File: src/common/hpd_regs.vh
`ifndef HPD_REGS_VH
`define HPD_REGS_VH
// register indices as printed; byte address is four times the index
`define HPD_IDX_BUS_DIS_MASK 8'h0b
`define HPD_IDX_MAXP_SP 8'h0c
`define HPD_IDX_MAXP_BP 8'h0d
`define HPD_IDX_HC_MAXC_SP 8'h0e
`define HPD_IDX_HC_MAXP_BP 8'h0f
// control register holding the remap select and operating mode bits
`define HPD_IDX_CTRL 8'h10
// status register showing effective port map
`define HPD_IDX_STATUS 8'h11
// field positions
`define HPD_PORT1_BIT 1
`define HPD_PORT2_BIT 2
`define HPD_CTRL_REMAP_BIT 0
`define HPD_CTRL_BUSPWR_BIT 1
`define HPD_CTRL_DEFCFG_BIT 2
// reset values
`define HPD_RST_BYTE 8'h00
`define HPD_RST_CTRL 8'h00
`endif

File: src/rtl/hpd_port_map.v
`timescale 1ns/1ps
`include "hpd_regs.vh"
// combines disable sources into port count and logical numbering
module hpd_port_map (
  input wire [7:0] disableMask,
  input wire [1:0] strapsSync,
  input wire useStraps,
  input wire remapSelect,
  output reg [1:0] portEnable,
  output reg [1:0] portCount,
  output reg [1:0] logicalPort1,
  output reg [1:0] logicalPort2
);
  reg [1:0] dis;
  // only bits 2 and 1 matter; reserved bits never reach the map
  always @* begin
    dis = useStraps ? strapsSync :
      {disableMask[`HPD_PORT2_BIT], disableMask[`HPD_PORT1_BIT]};
    // explicit remap mode leaves disabling to the remap register elsewhere
    if (remapSelect) begin
      dis = 2'h0;
    end
    portEnable = ~dis;
    portCount = {1'b0, ~dis[0]} + {1'b0, ~dis[1]};
    logicalPort1 = dis[0] ? 2'h0 : 2'h1;
    // port 2 slides down to number 1 when port 1 is hidden
    logicalPort2 = dis[1] ? 2'h0 : (dis[0] ? 2'h1 : 2'h2);
  end
endmodule // hpd_port_map

File: src/rtl/hpd_config_regs.v
// Implementation choice: the APB slave port.
`timescale 1ns/1ps
`include "hpd_regs.vh"
module hpd_config_regs (
  input wire clk,
  input wire arst_n,
  input wire clkEn,
  input wire psel,
  input wire penable,
  input wire pwrite,
  input wire [11:0] paddr,
  input wire [31:0] pwdata,
  output reg [31:0] prdata,
  output reg pready,
  output reg pslverr,
  input wire [1:0] portDisableStraps,
  output reg [1:0] portEnable_q,
  output reg [1:0] portCount_q,
  output reg [1:0] logicalPort1_q,
  output reg [1:0] logicalPort2_q,
  output reg [7:0] selfPoweredBudget_q,
  output reg [7:0] busPoweredBudget_q,
  output reg [7:0] controllerSelfPoweredCurrent_q,
  output reg [7:0] controllerBusPoweredBudget_q,
  output reg portRemapSelect_q
);
  // clkEn low freezes every flop below, the answer included; a master that
  // keeps its access phase up simply sees pready later

  // stored configuration bytes that are not also outputs
  reg [7:0] busPoweredDisableMask_q;
  reg [7:0] ctrl_q;

  // two-stage synchroniser for the strap pins
  reg [1:0] strapMeta_q;
  reg [1:0] strapSync_q;

  // bus answer sequencer, one-hot so a upset shows as an illegal code
  localparam ST_IDLE = 2'h1;
  localparam ST_ANSWER = 2'h2;
  reg [1:0] apbState_q;
  reg [1:0] apbState_d;

  // read data and decode verdict, settled before the answer edge
  reg [31:0] rdata_d;
  reg addrOk;

  // address pieces
  wire [9:0] wordIdx;
  wire [7:0] regIdx;
  wire alignOk;
  wire pageOk;

  // transfer qualifiers
  wire access;
  wire wrStrobe;
  wire rdStrobe;

  // one select line per register
  wire selMask;
  wire selSelfPower;
  wire selBusPower;
  wire selCtrlSelfCurrent;
  wire selCtrlBusPower;
  wire selCtrl;
  wire selStatus;
  wire anySel;

  // control fields
  wire remapSel;
  wire busMode;
  wire defCfg;
  wire [7:0] maskForMap;

  // combinational port map, registered below
  wire [1:0] mapEnable;
  wire [1:0] mapCount;
  wire [1:0] mapLog1;
  wire [1:0] mapLog2;
  wire [7:0] statusByte;

  // byte address to word index; only aligned words of the low page exist
  assign wordIdx = paddr[11:2];
  assign regIdx = wordIdx[7:0];
  assign alignOk = (paddr[1:0] == 2'h0);
  assign pageOk = (wordIdx[9:8] == 2'h0);

  // register selects, one per index
  assign selMask = (regIdx == `HPD_IDX_BUS_DIS_MASK);
  assign selSelfPower = (regIdx == `HPD_IDX_MAXP_SP);
  assign selBusPower = (regIdx == `HPD_IDX_MAXP_BP);
  assign selCtrlSelfCurrent = (regIdx == `HPD_IDX_HC_MAXC_SP);
  assign selCtrlBusPower = (regIdx == `HPD_IDX_HC_MAXP_BP);
  assign selCtrl = (regIdx == `HPD_IDX_CTRL);
  assign selStatus = (regIdx == `HPD_IDX_STATUS);
  // status answers reads only; writes to it are quietly dropped
  assign anySel = selMask | selSelfPower | selBusPower | selCtrlSelfCurrent |
    selCtrlBusPower | selCtrl | selStatus;

  // a request is taken only from idle, so a held access phase is answered every second cycle
  assign access = psel & penable & (apbState_q == ST_IDLE);
  // writes land with the answer; a refused address changes nothing
  assign wrStrobe = access & pwrite & addrOk;
  assign rdStrobe = access & ~pwrite;

  // control register fields
  assign remapSel = ctrl_q[`HPD_CTRL_REMAP_BIT];
  assign busMode = ctrl_q[`HPD_CTRL_BUSPWR_BIT];
  assign defCfg = ctrl_q[`HPD_CTRL_DEFCFG_BIT];

  // the mask only rules in bus-powered mode; the self-powered mask lives elsewhere
  assign maskForMap = busMode ? busPoweredDisableMask_q : `HPD_RST_BYTE;

  // status packs the registered map, so it trails a mask write by one cycle
  assign statusByte = {logicalPort2_q, logicalPort1_q, portCount_q, portEnable_q};

  // straps come from pins, so two flops before use
  always @(posedge clk or negedge arst_n) begin
    if (!arst_n) begin
      strapMeta_q <= 2'h0;
      strapSync_q <= 2'h0;
    end else if (clkEn) begin
      strapMeta_q <= portDisableStraps;
      strapSync_q <= strapMeta_q;
    end
  end

  // next answer state: one answer per access phase, then back to idle
  always @* begin
    apbState_d = ST_IDLE;
    case (apbState_q)
      ST_IDLE: begin
        // one wait state: the request edge moves us to the answer
        if (access) begin
          apbState_d = ST_ANSWER;
        end
      end
      ST_ANSWER: begin
        // the master releases after seeing pready, so go straight back
        apbState_d = ST_IDLE;
      end
      default: begin
        apbState_d = ST_IDLE;
      end
    endcase
  end

  // answer state register
  always @(posedge clk or negedge arst_n) begin
    if (!arst_n) begin
      apbState_q <= ST_IDLE;
    end else if (clkEn) begin
      apbState_q <= apbState_d;
    end
  end

  // read mux; refused addresses read as zero
  always @* begin
    addrOk = alignOk & pageOk & anySel;
    rdata_d = 32'h0;
    if (!addrOk) begin
      rdata_d = 32'h0;
    end else if (selMask) begin
      rdata_d = {24'h0, busPoweredDisableMask_q};
    end else if (selSelfPower) begin
      rdata_d = {24'h0, selfPoweredBudget_q};
    end else if (selBusPower) begin
      rdata_d = {24'h0, busPoweredBudget_q};
    end else if (selCtrlSelfCurrent) begin
      rdata_d = {24'h0, controllerSelfPoweredCurrent_q};
    end else if (selCtrlBusPower) begin
      rdata_d = {24'h0, controllerBusPoweredBudget_q};
    end else if (selCtrl) begin
      rdata_d = {24'h0, ctrl_q};
    end else begin
      rdata_d = {24'h0, statusByte};
    end
  end

  // bus answer: all three outputs stand for one cycle only
  always @(posedge clk or negedge arst_n) begin
    if (!arst_n) begin
      prdata <= 32'h0;
      pready <= 1'h0;
      pslverr <= 1'h0;
    end else if (clkEn) begin
      pready <= access;
      pslverr <= access & ~addrOk;
      // data bus idles at zero so stale values never leak between reads
      prdata <= rdStrobe ? rdata_d : 32'h0;
    end
  end

  // bus-powered disable mask; reserved bits kept so software reads back its value
  always @(posedge clk or negedge arst_n) begin
    if (!arst_n) begin
      busPoweredDisableMask_q <= `HPD_RST_BYTE;
    end else if (clkEn && wrStrobe && selMask) begin
      busPoweredDisableMask_q <= pwdata[7:0];
    end
  end

  // budget bytes are plain storage; the hub reports them upstream as written
  // self-powered power budget
  always @(posedge clk or negedge arst_n) begin
    if (!arst_n) begin
      selfPoweredBudget_q <= `HPD_RST_BYTE;
    end else if (clkEn && wrStrobe && selSelfPower) begin
      selfPoweredBudget_q <= pwdata[7:0];
    end
  end

  // bus-powered power budget
  always @(posedge clk or negedge arst_n) begin
    if (!arst_n) begin
      busPoweredBudget_q <= `HPD_RST_BYTE;
    end else if (clkEn && wrStrobe && selBusPower) begin
      busPoweredBudget_q <= pwdata[7:0];
    end
  end

  // controller self-powered current; no range check, software keeps it legal
  always @(posedge clk or negedge arst_n) begin
    if (!arst_n) begin
      controllerSelfPoweredCurrent_q <= `HPD_RST_BYTE;
    end else if (clkEn && wrStrobe && selCtrlSelfCurrent) begin
      controllerSelfPoweredCurrent_q <= pwdata[7:0];
    end
  end

  // controller bus-powered budget, without any compound peripheral
  always @(posedge clk or negedge arst_n) begin
    if (!arst_n) begin
      controllerBusPoweredBudget_q <= `HPD_RST_BYTE;
    end else if (clkEn && wrStrobe && selCtrlBusPower) begin
      controllerBusPoweredBudget_q <= pwdata[7:0];
    end
  end

  // control: only the three defined bits are stored, the rest read zero
  always @(posedge clk or negedge arst_n) begin
    if (!arst_n) begin
      ctrl_q <= `HPD_RST_CTRL;
    end else if (clkEn && wrStrobe && selCtrl) begin
      ctrl_q <= {5'h0, pwdata[2:0]};
    end
  end

  // disable sources folded into count and numbering
  hpd_port_map uMap (
    .disableMask(maskForMap),
    .strapsSync(strapSync_q),
    .useStraps(defCfg),
    .remapSelect(remapSel),
    .portEnable(mapEnable),
    .portCount(mapCount),
    .logicalPort1(mapLog1),
    .logicalPort2(mapLog2)
  );

  // registered port map outputs, one cycle behind configuration
  // reset shows both ports enabled, matching the all-zero mask
  always @(posedge clk or negedge arst_n) begin
    if (!arst_n) begin
      portEnable_q <= 2'h3;
      portCount_q <= 2'h2;
      logicalPort1_q <= 2'h1;
      logicalPort2_q <= 2'h2;
      portRemapSelect_q <= 1'h0;
    end else if (clkEn) begin
      portEnable_q <= mapEnable;
      portCount_q <= mapCount;
      logicalPort1_q <= mapLog1;
      logicalPort2_q <= mapLog2;
      portRemapSelect_q <= remapSel;
    end
  end
endmodule // hpd_config_regs

File: config.mk
export PLATFORM = sky130hd
export DESIGN_NAME = hpd_config_regs
export DESIGN_NICKNAME = d
export VERILOG_FILES = /design/src/rtl/hpd_port_map.v /design/src/rtl/hpd_config_regs.v
export VERILOG_INCLUDE_DIRS = /design/src /design/src/common
export SDC_FILE = /design/constraint.sdc
export NUM_CORES = 1
export LEC_CHECK = 0
export ABC_AREA = 0
export BUFFER_PORTS_ARGS = -buffer_cell sky130_fd_sc_hd__buf_4
export CORE_ASPECT_RATIO = 0.75
export CORE_UTILIZATION = 25
export CTS_BUF_LIST = sky130_fd_sc_hd__clkbuf_4 sky130_fd_sc_hd__clkbuf_8 sky130_fd_sc_hd__clkbuf_16
export CTS_CLUSTER_DIAMETER = 80
export DETAILED_ROUTE_END_ITERATION = 6
export PLACE_DENSITY = 0.53
export SKIP_LAST_GASP = 1
export SLEW_MARGIN = 20
export SYNTH_ARGS = -nofsm -noshare
export SYNTH_HDL_FRONTEND = slang
export SYNTH_HIERARCHICAL = 1
export SYNTH_SLANG_ARGS = --single-unit
File: constraint.sdc
create_clock -name clk -period 2.3 [get_ports clk]
set_input_delay 0.23 -clock clk [delete_from_list [all_inputs] [get_ports clk]]
set_output_delay 0.23 -clock clk [all_outputs]
set_load 0.01 [all_outputs]
==> qor.txt <==
Root buf cell -> clkbuf_16
Post-Layout Cell Count -> 580
Hold WC Path Type -> input pin to async pin
Clk buf depth -> 2
Maxcap violations -> 0
Sequential share of power -> 0.421
RSZ-0062 raised after global routing -> false
Switching share of power -> 0.214
Clk network pwr share -> 0.511
Fraction of layout cells with a size suffix above 1 -> 0.486
Setup TNS -> 0 ps
Tightest Pin Transition -> 858 ps
Clk_lat worst skew -> 340 ps
Max-slew violations -> 0
Drt first pass iters -> 4
CTS tree -> yes
Int Pwr -> 2.25 mW
Postcts setup bufs -> 0
GRT Residual Overflow -> 0
Leakage -> 2.29 nW
Startpoint types -> flip-flop
Antenna cells -> 0
H-tree levels -> 3
Fraction of the cycle the final worst path needs -> 0.908
Crit path capture type -> flip-flop
Final WL -> 9.94 mm
Final hold slack -> -0.921 ps
Power Total -> 2.87 mW
WP data required -> 2510 ps
DRC -> 0
Tmin final -> 2090 ps
Placed insts -> 564
Logic gate share of total power -> 0.068
Antenna Violating Nets Remaining -> 0
Largest net degree at the start of global routing -> 68
Vias in the first global route -> 2,704
Final Setup Violations -> 0
Hold Vio Cnt, Final -> 3
Clock transition at path regs -> 50 ps
Sink Count -> 67
Final core utilization -> 0.343
Area grow syn2layout -> 33.2%
First-pass GRT wire length -> 16.0 mm
Status -> finished with violations
Gpl congestion -> 0.827
Initial DRC count -> 137
Power Dens Cells -> 608 nW/µm²
Mapped cell area -> 3540 µm²
Die width -> 139 µm
Nets -> 454
Peak Freq -> 0.479 GHz
Final HPWL DP -> 7.55 mm
IO Count -> 127
Vias -> 2,696
Worst vdd ir -> 0.000330 V
Setup CP Type -> flip-flop to flip-flop
DR vias/cell -> 4.65
Max_slew headroom -> 0.428
Die Area -> 14,600 µm²
Die Y-Extent -> 105 µm
Initial Utilization -> 0.257
Critical path arrival -> 2300 ps
Synthesis warning total -> 6
Row Count -> 37
Wire per inst -> 17.1 µm
Initial antenna violation count -> 0
Most frequent cells in the layout -> buf_4, dfrtp_1, mux2_2, conb_1
TritonCTS Buffers -> 9
Violated checks -> negative hold slack
Global-route usage over all layers -> 0.147
Core area -> 13,700 µm²
Resized Gates After CTS -> 0
CP max FO -> 5
Clk_skew -> 5.85 ps
Syn avg cell area -> 11.7 µm²
Post-Synthesis Cells -> 302
Hold buffers post-CTS -> 0
Most common library cell in the layout ignoring fill and taps -> buf_4
PortBufs -> 78
Switching power -> 0.615 mW
## worst paths after layout
kind | startpoint | slack (ps) | end | depth (start not counted)
max | apbState_q[0]$_DFFE_PN1P_ | 210 | controllerBusPoweredBudget_q[5]$_DFFE_PN0P_ | 7
min | arst_n | -0.9 | strapMeta_q[0]$_DFFE_PN0P_ | 1
max reg2reg | apbState_q[0]$_DFFE_PN1P_ | 210 | controllerBusPoweredBudget_q[5]$_DFFE_PN0P_ | 7
min reg2reg | prdata[4]$_DFFE_PN0P_ | 490 | prdata[4]$_DFFE_PN0P_ | 2
max in group asynchronous | arst_n | 1730 | controllerBusPoweredBudget_q[3]$_DFFE_PN0P_ | 1
min in group clk | portDisableStraps[0] | 130 | strapMeta_q[0]$_DFFE_PN0P_ | 2
## layer usage
layer / GRT usage / vias to the layer above / part of all wire
met2: 0.200 / 105 / 0.41
met4: 0.0500 / 0 / 0.013
met5: 0 / - / 0
met3: 0.0417 / 11 / 0.079
met1: 0.218 / 1319 / 0.49
li1: - / 1261 / -
## metrics by stage
stage | area [µm²] | setup slack, ps
2_1_floorplan | 3630 | 244
6_report | 4720 | 211
5_1_grt | 4720 | 97.2
3_3_place_gp | 4390 | -26.1
3_5_place_dp | 4390 | -36.0
4_1_cts | 4720 | 184
## power by group through the flow
| stage | combinational (mW) | sequential, mW | clock (mW) |
|---|---|---|---|
| detailed placement | 0.198 | 1.23 | 0 |
| global route | 0.218 | 1.21 | 1.55 |
| global placement | 0.195 | 1.23 | 0 |
| finish | 0.196 | 1.21 | 1.47 |
| CTS | 0.198 | 1.21 | 1.50 |
| floorplan | 0.118 | 1.23 | 0 |
## critical path, stage by stage, from the launching register on
cell     delay [ps]
dfstp_2         520
nand2_1          50
nor3_2          310
nand4_4         160
buf_4           180
nor3_2          170
buf_4           220
mux2_2          350
## flip-flops by register name, indices dropped and copies added (netlist names), 3 cells and up
name	cells
busPoweredBudget_q	8
busPoweredDisableMask_q	8
controllerBusPoweredBudget_q	8
controllerSelfPoweredCurrent_q	8
prdata	8
selfPoweredBudget_q	8
ctrl_q	3
## cell type report
| type | instances | area [µm²] |
|---|---|---|
| fillers | 1412 | 9030 |
| flip-flops and latches | 67 | 1680 |
| multi-input cells | 212 | 1660 |
| repair buffers | 104 | 806 |
| clock buffers | 15 | 295 |
| well taps | 175 | 219 |
| clock inverters | 1 | 30.0 |
| inverters | 6 | 22.5 |
(Power assumes the default switching activity.)
